$ cat config.mk
export PLATFORM = sky130hd
export DESIGN_NAME = hsm_sensor_ctrl
export DESIGN_NICKNAME = d
export VERILOG_FILES = /design/src/common/hsm_pkg.sv /design/src/core/hsm_pin_sync.sv /design/src/core/hsm_sensor_ctrl.sv
export SDC_FILE = /design/constraint.sdc
export NUM_CORES = 1
export LEC_CHECK = 0
export ABC_CLOCK_PERIOD_IN_PS = 7300
export BUFFER_PORTS_ARGS = -buffer_cell sky130_fd_sc_hd__buf_2
export CORE_UTILIZATION = 30
export CTS_CLUSTER_DIAMETER = 80
export CTS_CLUSTER_SIZE = 10
export DETAILED_ROUTE_END_ITERATION = 8
export SLEW_MARGIN = 5
export SYNTH_ARGS = -nofsm -noshare
export SYNTH_HDL_FRONTEND = slang
export SYNTH_SLANG_ARGS = --single-unit
$ cat constraint.sdc
create_clock -name core_clk -period 7.3 [get_ports core_clk]
set_input_delay 2.19 -clock core_clk [delete_from_list [all_inputs] [get_ports core_clk]]
set_output_delay 2.19 -clock core_clk [all_outputs]
set_load 0.01 [all_outputs]
$ cat src/common/hsm_pkg.sv
// shared constants and types for the hall sensor mode and serial access block
package hsm_pkg;
   // clock and timing
   localparam int CLK_MHZ         = 100;
   localparam int CNT_W           = 24;
   localparam int ADDR_CAPTURE_US = 260;
   localparam int ADDR_CAPTURE_CYC = ADDR_CAPTURE_US * CLK_MHZ;
   localparam int ULP_PERIOD_US   = 100000;
   localparam int ULP_PERIOD_CYC  = ULP_PERIOD_US * CLK_MHZ;
   localparam int LOWP_PERIOD_US  = 12000;
   localparam int LOWP_PERIOD_CYC = LOWP_PERIOD_US * CLK_MHZ;
   localparam int INT_PULSE_NS    = 1000;
   localparam int INT_PULSE_CYC   = (INT_PULSE_NS * CLK_MHZ + 999) / 1000;

   // register indices
   localparam logic [3:0] WREG_CFG1     = 4'h1;
   localparam logic [3:0] WREG_CFG3     = 4'h3;
   localparam logic [3:0] WAKE_FIRST    = 4'h7;
   localparam logic [3:0] WAKE_LAST     = 4'hc;
   localparam logic [3:0] RD_LAST_RO    = 4'h6;
   localparam logic [3:0] RD_FLAG_IDX   = 4'h6;
   localparam logic [7:0] WREG_RESET    = 8'h00;

   // field positions
   localparam int CFG1_LOW_BIT     = 0;
   localparam int CFG1_FAST_BIT    = 1;
   localparam int CFG1_INT_BIT     = 2;
   localparam int CFG1_ASEL_LSB    = 5;
   localparam int CFG3_PERIOD_BIT  = 6;
   localparam int CFG3_CHECK_BIT   = 7;
   localparam int FLAG_IDLE_BIT    = 0;
   localparam int FLAG_CONSIST_BIT = 1;

   // 7-bit slave addresses per select value
   localparam logic [6:0] ADDR_SEL_11 = 7'h4a;
   localparam logic [6:0] ADDR_SEL_10 = 7'h4e;
   localparam logic [6:0] ADDR_SEL_01 = 7'h5a;
   localparam logic [6:0] ADDR_SEL_00 = 7'h5e;

   typedef enum logic [2:0] {
      MODE_POWER_DOWN,
      MODE_CONTINUOUS,
      MODE_LOW_POWER,
      MODE_ULTRA_LOW_POWER,
      MODE_MASTER_TRIGGERED
   } hsm_mode_e;

   typedef enum logic [2:0] {
      I2C_IDLE,
      I2C_ADDR,
      I2C_ADDR_ACK,
      I2C_WDATA,
      I2C_WACK,
      I2C_RDATA,
      I2C_RACK
   } hsm_i2c_e;

   typedef struct packed {
      logic [6:0][7:0] bytes;
   } hsm_meas_s;

   typedef struct packed {
      logic out;
      logic oe;
   } hsm_drv_s;
endpackage

$ cat src/core/hsm_pin_sync.sv
// three-stage synchroniser with agreement filter for one pin
`timescale 1ns/1ps
module hsm_pin_sync #(
   parameter logic RESET_VAL = 1'b1
) (
   // clock and reset
   input  wire logic core_clk,
   input  wire logic reset_n,
   // pin and filtered level
   input  wire logic pin,
   output logic      level
);
   typedef struct packed {
      logic f1;
      logic f2;
      logic f3;
      logic lvl;
   } hsm_sync_s;

   hsm_sync_s s_q;
   hsm_sync_s s_d;

   always_comb begin
      s_d    = s_q;
      s_d.f1 = pin;
      s_d.f2 = s_q.f1;
      s_d.f3 = s_q.f2;
      // change accepted only once stages two and three agree
      if (s_q.f2 == s_q.f3) begin
         s_d.lvl = s_q.f3;
      end
   end

   always_ff @(posedge core_clk or negedge reset_n) begin
      if (!reset_n) begin
         s_q <= {RESET_VAL, RESET_VAL, RESET_VAL, RESET_VAL};
      end else begin
         s_q <= s_d;
      end
   end

   assign level = s_q.lvl;
endmodule

$ cat src/core/hsm_sensor_ctrl.sv
// measurement mode sequencing and serial register access of the field sensor
`timescale 1ns/1ps
module hsm_sensor_ctrl #(
   parameter logic [hsm_pkg::CNT_W-1:0] CAPTURE_CYC = hsm_pkg::CNT_W'(hsm_pkg::ADDR_CAPTURE_CYC),
   parameter logic [hsm_pkg::CNT_W-1:0] ULP_CYC     = hsm_pkg::CNT_W'(hsm_pkg::ULP_PERIOD_CYC),
   parameter logic [hsm_pkg::CNT_W-1:0] LOWP_CYC    = hsm_pkg::CNT_W'(hsm_pkg::LOWP_PERIOD_CYC)
) (
   // clock and reset
   input  wire logic          core_clk,
   input  wire logic          reset_n,
   // serial bus pins
   input  wire logic          scl_in,
   input  wire logic          sda_in,
   output logic               sda_out,
   output logic               sda_oe,
   // converter
   output logic               conv_start,
   input  wire logic          conv_done,
   input  hsm_pkg::hsm_meas_s conv_result,
   // status
   output logic               int_n,
   output hsm_pkg::hsm_mode_e mode,
   output logic [6:0]         slave_addr,
   output logic               addr_fixed
);
   typedef struct packed {
      hsm_pkg::hsm_i2c_e    st;
      logic                 scl_p;
      logic                 sda_p;
      logic [3:0]           bit_cnt;
      logic [7:0]           shift;
      logic                 rw;
      logic [3:0]           rptr;
      logic [3:0]           wptr;
      logic                 oe;
      logic                 rd_txn;
      logic                 mt_set;
      logic                 wake_hit;
      logic                 skip;
      logic                 consist;
      logic                 busy_at_rd;
      logic [15:0][7:0]     wreg;
      hsm_pkg::hsm_meas_s   meas;
      logic                 cap_done;
      logic                 strap;
      logic [hsm_pkg::CNT_W-1:0] cap_cnt;
      logic [hsm_pkg::CNT_W-1:0] tmr;
      logic                 busy;
      logic                 start;
      logic                 mt_prev;
      logic                 mt_pend;
      logic [7:0]           int_cnt;
      logic                 int_n;
   } hsm_state_s;

   hsm_state_s s_q;
   hsm_state_s s_d;
   logic       scl_s;
   logic       sda_s;

   hsm_pin_sync #(.RESET_VAL(1'b1)) u_scl_sync (
      .core_clk (core_clk),
      .reset_n  (reset_n),
      .pin      (scl_in),
      .level    (scl_s)
   );

   hsm_pin_sync #(.RESET_VAL(1'b1)) u_sda_sync (
      .core_clk (core_clk),
      .reset_n  (reset_n),
      .pin      (sda_in),
      .level    (sda_s)
   );

   function automatic hsm_pkg::hsm_mode_e decode_mode(input logic [7:0] cfg1,
                                                      input logic [7:0] cfg3);
      logic fast;
      logic low;
      fast = cfg1[hsm_pkg::CFG1_FAST_BIT];
      low  = cfg1[hsm_pkg::CFG1_LOW_BIT];
      if (fast && low) begin
         decode_mode = hsm_pkg::MODE_MASTER_TRIGGERED;
      end else if (fast) begin
         decode_mode = hsm_pkg::MODE_CONTINUOUS;
      end else if (low && cfg3[hsm_pkg::CFG3_PERIOD_BIT]) begin
         decode_mode = hsm_pkg::MODE_LOW_POWER;
      end else if (low) begin
         decode_mode = hsm_pkg::MODE_ULTRA_LOW_POWER;
      end else begin
         decode_mode = hsm_pkg::MODE_POWER_DOWN;
      end
   endfunction

   function automatic logic [6:0] addr_of(input logic [1:0] sel);
      unique case (sel)
         2'h3: addr_of = hsm_pkg::ADDR_SEL_11;
         2'h2: addr_of = hsm_pkg::ADDR_SEL_10;
         2'h1: addr_of = hsm_pkg::ADDR_SEL_01;
         2'h0: addr_of = hsm_pkg::ADDR_SEL_00;
      endcase
   endfunction

   hsm_pkg::hsm_mode_e mode_c;
   logic [1:0]         asel_c;
   logic [6:0]         addr_c;
   logic [7:0]         cfg1_c;

   assign cfg1_c = s_q.wreg[hsm_pkg::WREG_CFG1];
   assign mode_c = decode_mode(cfg1_c, s_q.wreg[hsm_pkg::WREG_CFG3]);
   // low strap flips the upper select bit; high strap keeps the written value
   assign asel_c = cfg1_c[hsm_pkg::CFG1_ASEL_LSB +: 2] ^ {~s_q.strap, 1'b0};
   assign addr_c = addr_of(asel_c);

   // read side: 0-6 from the converter, 7-F mirror the shared write registers
   function automatic logic [7:0] rd_byte(input hsm_state_s s, input logic [3:0] idx);
      if (idx == hsm_pkg::RD_FLAG_IDX) begin
         rd_byte = s.meas.bytes[idx[2:0]];
         rd_byte[hsm_pkg::FLAG_CONSIST_BIT] = s.consist;
         rd_byte[hsm_pkg::FLAG_IDLE_BIT]    = ~s.busy_at_rd;
      end else if (idx <= hsm_pkg::RD_LAST_RO) begin
         rd_byte = s.meas.bytes[idx[2:0]];
      end else begin
         rd_byte = s.wreg[idx];
      end
   endfunction

   always_comb begin
      logic scl_rise;
      logic scl_fall;
      logic start_c;
      logic stop_c;
      logic read_done;
      logic pend;
      logic skip_set;
      logic [7:0] byte_c;
      logic [hsm_pkg::CNT_W-1:0] period;
      scl_rise  = 1'b0;
      scl_fall  = 1'b0;
      start_c   = 1'b0;
      stop_c    = 1'b0;
      read_done = 1'b0;
      pend      = 1'b0;
      skip_set  = 1'b0;
      byte_c    = 8'h00;
      period    = ULP_CYC;
      s_d       = s_q;
      s_d.start = 1'b0;
      s_d.scl_p = scl_s;
      s_d.sda_p = sda_s;
      scl_rise  = scl_s & ~s_q.scl_p;
      scl_fall  = ~scl_s & s_q.scl_p;
      start_c   = s_q.scl_p & scl_s & s_q.sda_p & ~sda_s;
      stop_c    = s_q.scl_p & scl_s & ~s_q.sda_p & sda_s;

      // address strap window after reset
      if (!s_q.cap_done) begin
         if (s_q.cap_cnt == CAPTURE_CYC - 1'b1) begin
            s_d.cap_done = 1'b1;
            s_d.strap    = sda_s;
         end else begin
            s_d.cap_cnt = s_q.cap_cnt + 1'b1;
         end
      end

      // serial slave
      if (!s_q.cap_done) begin
         s_d.st = hsm_pkg::I2C_IDLE;
      end else if (start_c || stop_c) begin
         read_done = s_q.rd_txn;
         skip_set  = s_q.mt_set && s_q.wake_hit
                     && s_q.wreg[hsm_pkg::WREG_CFG3][hsm_pkg::CFG3_CHECK_BIT];
         if (skip_set) begin
            s_d.skip = 1'b1;
         end
         s_d.st      = start_c ? hsm_pkg::I2C_ADDR : hsm_pkg::I2C_IDLE;
         s_d.bit_cnt = 4'h0;
         s_d.rptr    = 4'h0;
         s_d.wptr    = 4'h0;
         s_d.oe      = 1'b0;
         s_d.rd_txn  = 1'b0;
         s_d.mt_set  = 1'b0;
         s_d.wake_hit = 1'b0;
      end else begin
         unique case (s_q.st)
            hsm_pkg::I2C_IDLE: begin
               s_d.oe = 1'b0;
            end
            hsm_pkg::I2C_ADDR: begin
               if (scl_rise) begin
                  s_d.shift   = {s_q.shift[6:0], sda_s};
                  s_d.bit_cnt = s_q.bit_cnt + 1'b1;
               end else if (scl_fall && s_q.bit_cnt == 4'h8) begin
                  if (s_q.shift[7:1] == addr_c) begin
                     s_d.st = hsm_pkg::I2C_ADDR_ACK;
                     s_d.oe = 1'b1;
                     s_d.rw = s_q.shift[0];
                  end else begin
                     s_d.st = hsm_pkg::I2C_IDLE;
                  end
               end
            end
            hsm_pkg::I2C_ADDR_ACK: begin
               if (scl_fall) begin
                  s_d.bit_cnt = 4'h0;
                  if (s_q.rw) begin
                     byte_c       = rd_byte(s_q, s_q.rptr);
                     s_d.shift    = byte_c;
                     s_d.oe       = ~byte_c[7];
                     s_d.st       = hsm_pkg::I2C_RDATA;
                     s_d.consist  = 1'b1;
                     s_d.busy_at_rd = s_q.busy;
                  end else begin
                     s_d.oe = 1'b0;
                     s_d.st = hsm_pkg::I2C_WDATA;
                  end
               end
            end
            hsm_pkg::I2C_WDATA: begin
               if (scl_rise) begin
                  s_d.shift   = {s_q.shift[6:0], sda_s};
                  s_d.bit_cnt = s_q.bit_cnt + 1'b1;
               end else if (scl_fall && s_q.bit_cnt == 4'h8) begin
                  // all sixteen write slots store; 0-6 are simply never read back
                  s_d.wreg[s_q.wptr] = s_q.shift;
                  if (s_q.wptr == hsm_pkg::WREG_CFG1 && s_q.shift[hsm_pkg::CFG1_FAST_BIT]
                      && s_q.shift[hsm_pkg::CFG1_LOW_BIT] && s_q.shift[hsm_pkg::CFG1_INT_BIT]) begin
                     s_d.mt_set = 1'b1;
                  end
                  if (s_q.mt_set && s_q.wptr >= hsm_pkg::WAKE_FIRST
                      && s_q.wptr <= hsm_pkg::WAKE_LAST) begin
                     s_d.wake_hit = 1'b1;
                  end
                  s_d.oe = 1'b1;
                  s_d.st = hsm_pkg::I2C_WACK;
               end
            end
            hsm_pkg::I2C_WACK: begin
               if (scl_fall) begin
                  s_d.oe      = 1'b0;
                  s_d.wptr    = s_q.wptr + 1'b1;
                  s_d.bit_cnt = 4'h0;
                  s_d.st      = hsm_pkg::I2C_WDATA;
               end
            end
            hsm_pkg::I2C_RDATA: begin
               if (scl_rise) begin
                  s_d.bit_cnt = s_q.bit_cnt + 1'b1;
               end else if (scl_fall) begin
                  if (s_q.bit_cnt == 4'h8) begin
                     s_d.oe = 1'b0;
                     s_d.st = hsm_pkg::I2C_RACK;
                  end else begin
                     s_d.oe = ~s_q.shift[3'h7 - s_q.bit_cnt[2:0]];
                  end
               end
            end
            hsm_pkg::I2C_RACK: begin
               if (scl_rise) begin
                  s_d.rd_txn = 1'b1;
                  if (sda_s) begin
                     s_d.st = hsm_pkg::I2C_IDLE; // nack: wait for stop
                  end
               end else if (scl_fall) begin
                  byte_c      = rd_byte(s_q, s_q.rptr + 1'b1);
                  s_d.rptr    = s_q.rptr + 1'b1;
                  s_d.shift   = byte_c;
                  s_d.oe      = ~byte_c[7];
                  s_d.bit_cnt = 4'h0;
                  s_d.st      = hsm_pkg::I2C_RDATA;
               end
            end
         endcase
      end

      // conversion sequencing
      s_d.mt_prev = (mode_c == hsm_pkg::MODE_MASTER_TRIGGERED);
      if (s_q.int_cnt != 8'h00) begin
         s_d.int_cnt = s_q.int_cnt - 1'b1;
      end
      if (s_q.busy && conv_done) begin
         s_d.busy = 1'b0;
         s_d.meas = conv_result;
         if (s_q.st == hsm_pkg::I2C_RDATA || s_q.st == hsm_pkg::I2C_RACK) begin
            s_d.consist = 1'b0;
         end
         if (cfg1_c[hsm_pkg::CFG1_INT_BIT]) begin
            if (s_q.skip) begin
               // a fresh arm in this same cycle outlives the consumed one
               s_d.skip = skip_set;
            end else begin
               s_d.int_cnt = 8'(hsm_pkg::INT_PULSE_CYC);
            end
         end
      end
      unique case (mode_c)
         hsm_pkg::MODE_POWER_DOWN: begin
            s_d.tmr = '0;
         end
         hsm_pkg::MODE_CONTINUOUS: begin
            s_d.tmr = '0;
            if (!s_q.busy) begin
               s_d.start = 1'b1;
            end
         end
         hsm_pkg::MODE_LOW_POWER,
         hsm_pkg::MODE_ULTRA_LOW_POWER: begin
            period = (mode_c == hsm_pkg::MODE_LOW_POWER) ? LOWP_CYC : ULP_CYC;
            // wake-up timer paces conversions; a late finish just waits for next tick
            if (s_q.tmr >= period - 1'b1) begin
               s_d.tmr   = '0;
               s_d.start = ~s_q.busy;
            end else begin
               s_d.tmr = s_q.tmr + 1'b1;
            end
         end
         hsm_pkg::MODE_MASTER_TRIGGERED: begin
            s_d.tmr = '0;
            pend    = s_q.mt_pend | ~s_q.mt_prev | read_done;
            if (pend && !s_q.busy) begin
               s_d.start = 1'b1;
            end
            s_d.mt_pend = pend & s_q.busy;
         end
      endcase
      if (mode_c != hsm_pkg::MODE_MASTER_TRIGGERED) begin
         s_d.mt_pend = 1'b0;
      end
      if (s_d.start) begin
         s_d.busy = 1'b1;
      end
      s_d.int_n = (s_d.int_cnt == 8'h00);
   end

   always_ff @(posedge core_clk or negedge reset_n) begin
      if (!reset_n) begin
         s_q            <= '0;
         s_q.st         <= hsm_pkg::I2C_IDLE;
         s_q.scl_p      <= 1'b1;
         s_q.sda_p      <= 1'b1;
         s_q.wreg       <= {16{hsm_pkg::WREG_RESET}};
         s_q.strap      <= 1'b1;
         s_q.consist    <= 1'b1;
         s_q.mt_prev    <= 1'b0;
         s_q.int_n      <= 1'b1;
      end else begin
         s_q <= s_d;
      end
   end

   assign sda_out    = 1'b0;
   assign sda_oe     = s_q.oe;
   assign conv_start = s_q.start;
   assign int_n      = s_q.int_n;
   assign mode       = mode_c;
   assign slave_addr = addr_c;
   assign addr_fixed = s_q.cap_done;
endmodule

# --- Word level (Yosys, flattened, before mapping) ---
# Index checks and enable logic that the tools add are counted.
classes:
  n_addsub: 8
  n_lt_le_gt_ge: 12
  n_eq_ne: 53
  muxes: 122
  n_bitwise: 26
  reduce_logical: 50
ops:
  columns: ["operator", "count"]
  rows:
  - ["128-bit two-way mux", 3]
  - ["8-bit two-way mux", 24]
  - ["131-bit two-way mux", 1]
  - ["130-bit two-way mux", 1]
  - ["128-bit bitwise mux", 1]
  - ["24-bit two-way mux", 3]
  - ["8-bit binary-select mux with 4-bit select", 2]
  - ["12-bit two-way mux", 5]
  - ["24-bit by 1-bit adder with 24-bit output, second input constant", 2]
  - ["8-bit binary-select mux with 3-bit select", 2]
  - ["3-bit two-way mux", 16]
  - ["24-bit case mux with 2 select lines", 1]
  - ["3-bit inequality test, second input constant", 13]
  - ["4-bit inequality test, second input constant", 9]
  - ["1-bit two-way mux", 34]
  - ["8-bit demux with 4-bit select", 1]
  - ["4-bit two-way mux", 7]
  - ["7-bit case mux with 4 select lines", 1]
  - ["26-bit two-way mux", 1]
  - ["24-bit by 15-bit == test with 1-bit output, second input constant", 1]
  - ["24-bit greater-or-equal comparator", 1]
  - ["2-bit two-way mux", 12]
  - ["8-bit case mux with 3 select lines", 1]
  - ["12-bit AND reduction", 2]
  - ["other kinds (54)", 127]
totals:
  reg_bits: 288
  inputBits: 61
  out_inout_bits: 15

# --- Depth between registers and ports, before layout ---
depth:
  depth_word: 15
  ltp_mapped: 12

# --- Cells and area by module ---
# From an unflattened synthesis, not the netlist that was laid out.
unflattened:
  hier_cells: 1215
  area_unflattened_um2: 13449.1
modules_own_cells:
  columns: ["mod", "n_inst", "cells_each", "area_per_inst_um2"]
  rows:
  - ["hsm_sensor_ctrl", 1, 1205, 13216.4]
  - ["hsm_pin_sync", 2, 5, 116.4]

# --- Worst setup path before layout ---
# OpenSTA, ideal clock, no wires.
synth_timing:
  path_type: "input to register"
  start: "in conv_done"
  end: "reg s_q[63] in the netlist's numbering"
  arrival_ns: 3.304
  t_required_ns: 7.175
  setup_slack_ns: 3.871
  stages: 4
  path_buffers: 2
  path_cell_list: "nand2_1 > clkbuf_1 > clkbuf_1 > mux2_2"
synth_via:
  elab_chain_len: 1
synth_lines:
  columns: ["element", "line_no", "source"]
  rows:
  - ["from (decl)", "hsm_sensor_ctrl.sv:18", "input wire logic conv_done,"]
  - ["1-bit logical AND", "hsm_sensor_ctrl.sv:280", "if (s_q.busy && conv_done) begin"]
  - ["to (decl)", "hsm_sensor_ctrl.sv:56", "hsm_state_s s_q;"]
# Every way passes these cells.
# A chain may end at the register's enable or synchronous reset.

# --- Worst setup path after layout ---
layout_timing:
  start: "reg s_q[259] in the netlist's numbering"
  end: "reg s_q[266] in the netlist's numbering"
layout_via:
  elab_chain_len: 13
layout_lines:
  columns: ["element", "line_no", "source"]
  rows:
  - ["4-bit by 1-bit adder with 4-bit output", "hsm_sensor_ctrl.sv:264", "byte_c = rd_byte(s_q, s_q.rptr + 1'b1);"]
  - ["8-bit binary-select mux with 4-bit select or 8-bit binary-select mux with 3-bit select (tied branches)", "hsm_sensor_ctrl.sv:123, hsm_sensor_ctrl.sv:117, hsm_sensor_ctrl.sv:121", null]
  - ["8-bit two-way mux, on equally long branches", "hsm_sensor_ctrl.sv:123, hsm_sensor_ctrl.sv:117, hsm_sensor_ctrl.sv:121", null]
  - ["8-bit two-way mux", "hsm_sensor_ctrl.sv:120", "end else if (idx <= hsm_pkg::RD_LAST_RO) begin"]
  - ["8-bit two-way mux", "hsm_sensor_ctrl.sv:116", "if (idx == hsm_pkg::RD_FLAG_IDX) begin"]
  - ["8-bit two-way mux", "hsm_sensor_ctrl.sv:263", "end else if (scl_fall) begin"]
  - ["8-bit two-way mux", "hsm_sensor_ctrl.sv:258", "if (scl_rise) begin"]
  - ["8-bit two-way mux", "hsm_sensor_ctrl.sv:184", "unique case (s_q.st)"]
  - ["8-bit two-way mux", "hsm_sensor_ctrl.sv:168", "end else if (start_c || stop_c) begin"]
  - ["8-bit two-way mux", "hsm_sensor_ctrl.sv:166", "if (!s_q.cap_done) begin"]
  - ["12-bit two-way mux", "hsm_sensor_ctrl.sv:263", null]
  - ["12-bit two-way mux", "hsm_sensor_ctrl.sv:258", null]
  - ["8-bit case mux with 3 select lines (*)", "hsm_sensor_ctrl.sv:184", null]
# Every way passes the cells marked *; elsewhere a longest branch is shown, timed or not. The select of a mux whose other input is x is not followed.

==> flow_summary.ini <==
[logic_synthesis]
ys_seq_area_share_pct = 45.9
synth-edff-count = 0
async_reset_ff_share_pct = 100
synthCells = 1183
synth_area_sq_um = 13500
avgSynthCellArea_sq_um = 11.4
yosys-top-cells-count = dfrtp_1 (233), mux2_2 (155), nand2_1 (104)
synth_top_cell_area_share_pct = 43.3
yosysTopAreaCell = dfrtp_1
ys_types = 78
synth_area_leaders = dfrtp_1 (43%), mux2_2 (13%), mux4_2 (7.0%), nand2_1 (2.9%), dfstp_2 (2.5%)
synth.yosys.warnings = 0
ys_ff_latch = 246
synth_most_common_cell = dfrtp_1
synth_flop_cell = dfrtp_1

[power]
internal-power_mw = 2.12
p_sw_uw = 594
p_per_area_nw_per_um2 = 180
sequentialPowerShare_pct = 50.8
total_power_mw = 2.71
cellLeakagePower_nw = 6.61
peakVddDrop_uv = 131
power_frac_comb_pct = 2.2
pwr-share-clk_pct = 47.0
p_sw_share_pct = 21.9

[timing]
worstMarginPinSlew_ns = 1.04
rsz0062_at_grt = no
layout_min_cycle_time_ns = 3.86
setup_violations = 0
slew-limit-headroom_pct = 30.3
timing.hold.ws_ns = 0.362
finalSetupTns_ns = 0
finalHoldViolCount = 0
post-route-period-util_pct = 52.8
slew_viol_final = 0
maxClockFrequency_mhz = 259
clock-skew-final_ns = 0.0312

[layout]
drive_gt1_share_pct = 28.1
ff_latch_area_sq_um = 6170
area_delta_synth_final_pct = 11.7
filler_cell_count = 4390
multiInputGateArea_sq_um = 6770
final_nets = 1300

[route]
wl_per_cell_um = 19.1
drtIter0Drc = 726
totalWireLength_um = 34800
ant_nets = 0
drc_errors = 0
vias_per_cell = 5.28
detail_route.first_pass.iterations = 6
dr_total_vias = 9611

[place]
place_congestion = 0.880
dp_hpwl_um = 23400
portBuffers = 68

[clock_network]
clockBufferDepth = 3
cts_tree = built
postCtsHoldBufs = 0
cts_max_level = 1
cts_buffers = 28
path_clk_slew_ns = 0.06
root_buffer = clkbuf_16
cts-resized-gates = 0
clock_sinks = 246
clkLatencyLatePin_ns = 0.57
cts_setup_buffers = 0

[critical_path]
worstSetupPathType = flop to flop
crit_arrival_ns = 4.36
start_kind = flop
crit_required_ns = 7.81
cp-end-kind = flop
path_max_fanout = 46

[run_status]
status = finished, final reports clean

[global_routing]
antenna_found_initial = 1
track_usage_pct = 15.1
grt-ovfl-total = 0
grt_pass1_vias = 9297
grt_pass1_wl_um = 54300
grt_max_degree = 151

[die]
rows = 77
die_area_sq_um = 45700
ioPinCount = 76
fp.coreArea_sq_um = 44200
start_util_pct = 30.4
fp.dieW_um = 214
dieHeight_um = 214

[worst_hold_path]
hp-class = flop to flop

[job]
cap_violations = 0
flip-flops by register name, summed over array words and instances (netlist names):
| register | count |
|---|---|
| u_sda_sync.level | 1 |
| u_sda_sync.s_d | 2 |
| u_scl_sync.level | 1 |
| s_q | 229 |
| u_sda_sync.s_q | 1 |
| cfg1_c | 5 |
| int_n | 1 |
| u_scl_sync.s_d | 2 |
| addr_fixed | 1 |
| sda_oe | 1 |
| u_scl_sync.s_q | 1 |
| conv_start | 1 |
stage by stage:
stage	worst slack, ns	util [%]	cell area, sq um	instances
2_1_floorplan	3.87	-	13500	1187
3_3_place_gp	3.50	32.2	14200	1780
3_5_place_dp	3.50	32.2	14200	1780
4_1_cts	3.44	34.0	15000	1820
5_1_grt	3.25	34.0	15000	1820
6_report	3.44	34.0	15000	1821
routing by layer:
layer	vias up	share of wire (%)	track usage [%]
met1	4953	45	21.3
met2	251	47	24.2
met3	52	5.6	2.18
met4	0	2.2	4.19
met5	-	0	0
li1	4355	-	-
final timing paths:
kind	cells past startpoint	from	end	slack (ns)
worst max-delay path	9	s_q[259]	s_q[266]	3.44
worst min-delay path	0	u_scl_sync.s_d[2]	u_scl_sync.s_d[1]	0.36
worst max register to register	9	s_q[259]	s_q[266]	3.44
worst min register to register	0	u_scl_sync.s_d[2]	u_scl_sync.s_d[1]	0.36
max in group asynchronous	2	reset_n	s_q[258]	4.23
min in group asynchronous	1	reset_n	s_q[64]	1.61
cell usage in the layout, fill, tap and decap left out, types with 21 or more instances in the layout:
| cell type | Yosys | routed |
|---|---|---|
| mux2_2 | 155 | 155 |
| ha_1 | 21 | 21 |
| dfrtp_1 | 233 | 232 |
| inv_1 | 27 | 27 |
| nor2_1 | 85 | 85 |
| mux2i_1 | 31 | 31 |
| nand3_1 | 37 | 37 |
| mux4_2 | 42 | 42 |
| xor2_1 | 27 | 27 |
| clkbuf_16 | 0 | 28 |
| nand2_1 | 104 | 103 |
| xnor2_1 | 31 | 31 |
| a21oi_1 | 31 | 31 |
| buf_2 | 13 | 67 |
| o21ai_0 | 35 | 35 |
critical path, cell delays in order (launching register included):
cell,delay (ns)
dfrtp_1,0.78
buf_4,0.44
ha_1,0.45
xor2_4,0.16
buf_4,0.55
nand2_1,0.22
a21oi_2,0.40
o211ai_1,0.22
a311oi_1,0.35
o32a_1,0.21
power groups by stage:
| stage | registers (mW) | clock network, mW | logic (mW) |
|---|---|---|---|
| 2_1_floorplan | 1.40 | 0 | 0.0192 |
| 3_3_place_gp | 1.40 | 0 | 0.0619 |
| 3_5_place_dp | 1.40 | 0 | 0.0633 |
| 4_1_cts | 1.38 | 1.31 | 0.0636 |
| 5_1_grt | 1.38 | 1.36 | 0.0706 |
| 6_report | 1.38 | 1.27 | 0.0605 |
cells by family after synthesis:
group	after synthesis	synth area share, %
muxes	228	22.3
adders and majority gates	24	2.18
DFF	246	45.9
buffers and inverters	109	3.97
and+or+nand+nor	343	12.6
other	2	0.0558
xor gates and xnor gates	60	4.18
AOI/OAI and AO/OA	171	8.81
layout make-up:
type	instances	area share [%]
well taps	592	4.93
multi-input cells	832	45.0
clock inverters	2	0.308
diodes	1	0.0166
clock buffers	38	4.91
flip-flops and latches	246	41.1
repair buffers	80	3.01
inverters	30	0.749
No activity file was read; power rests on OpenSTA's default activity.
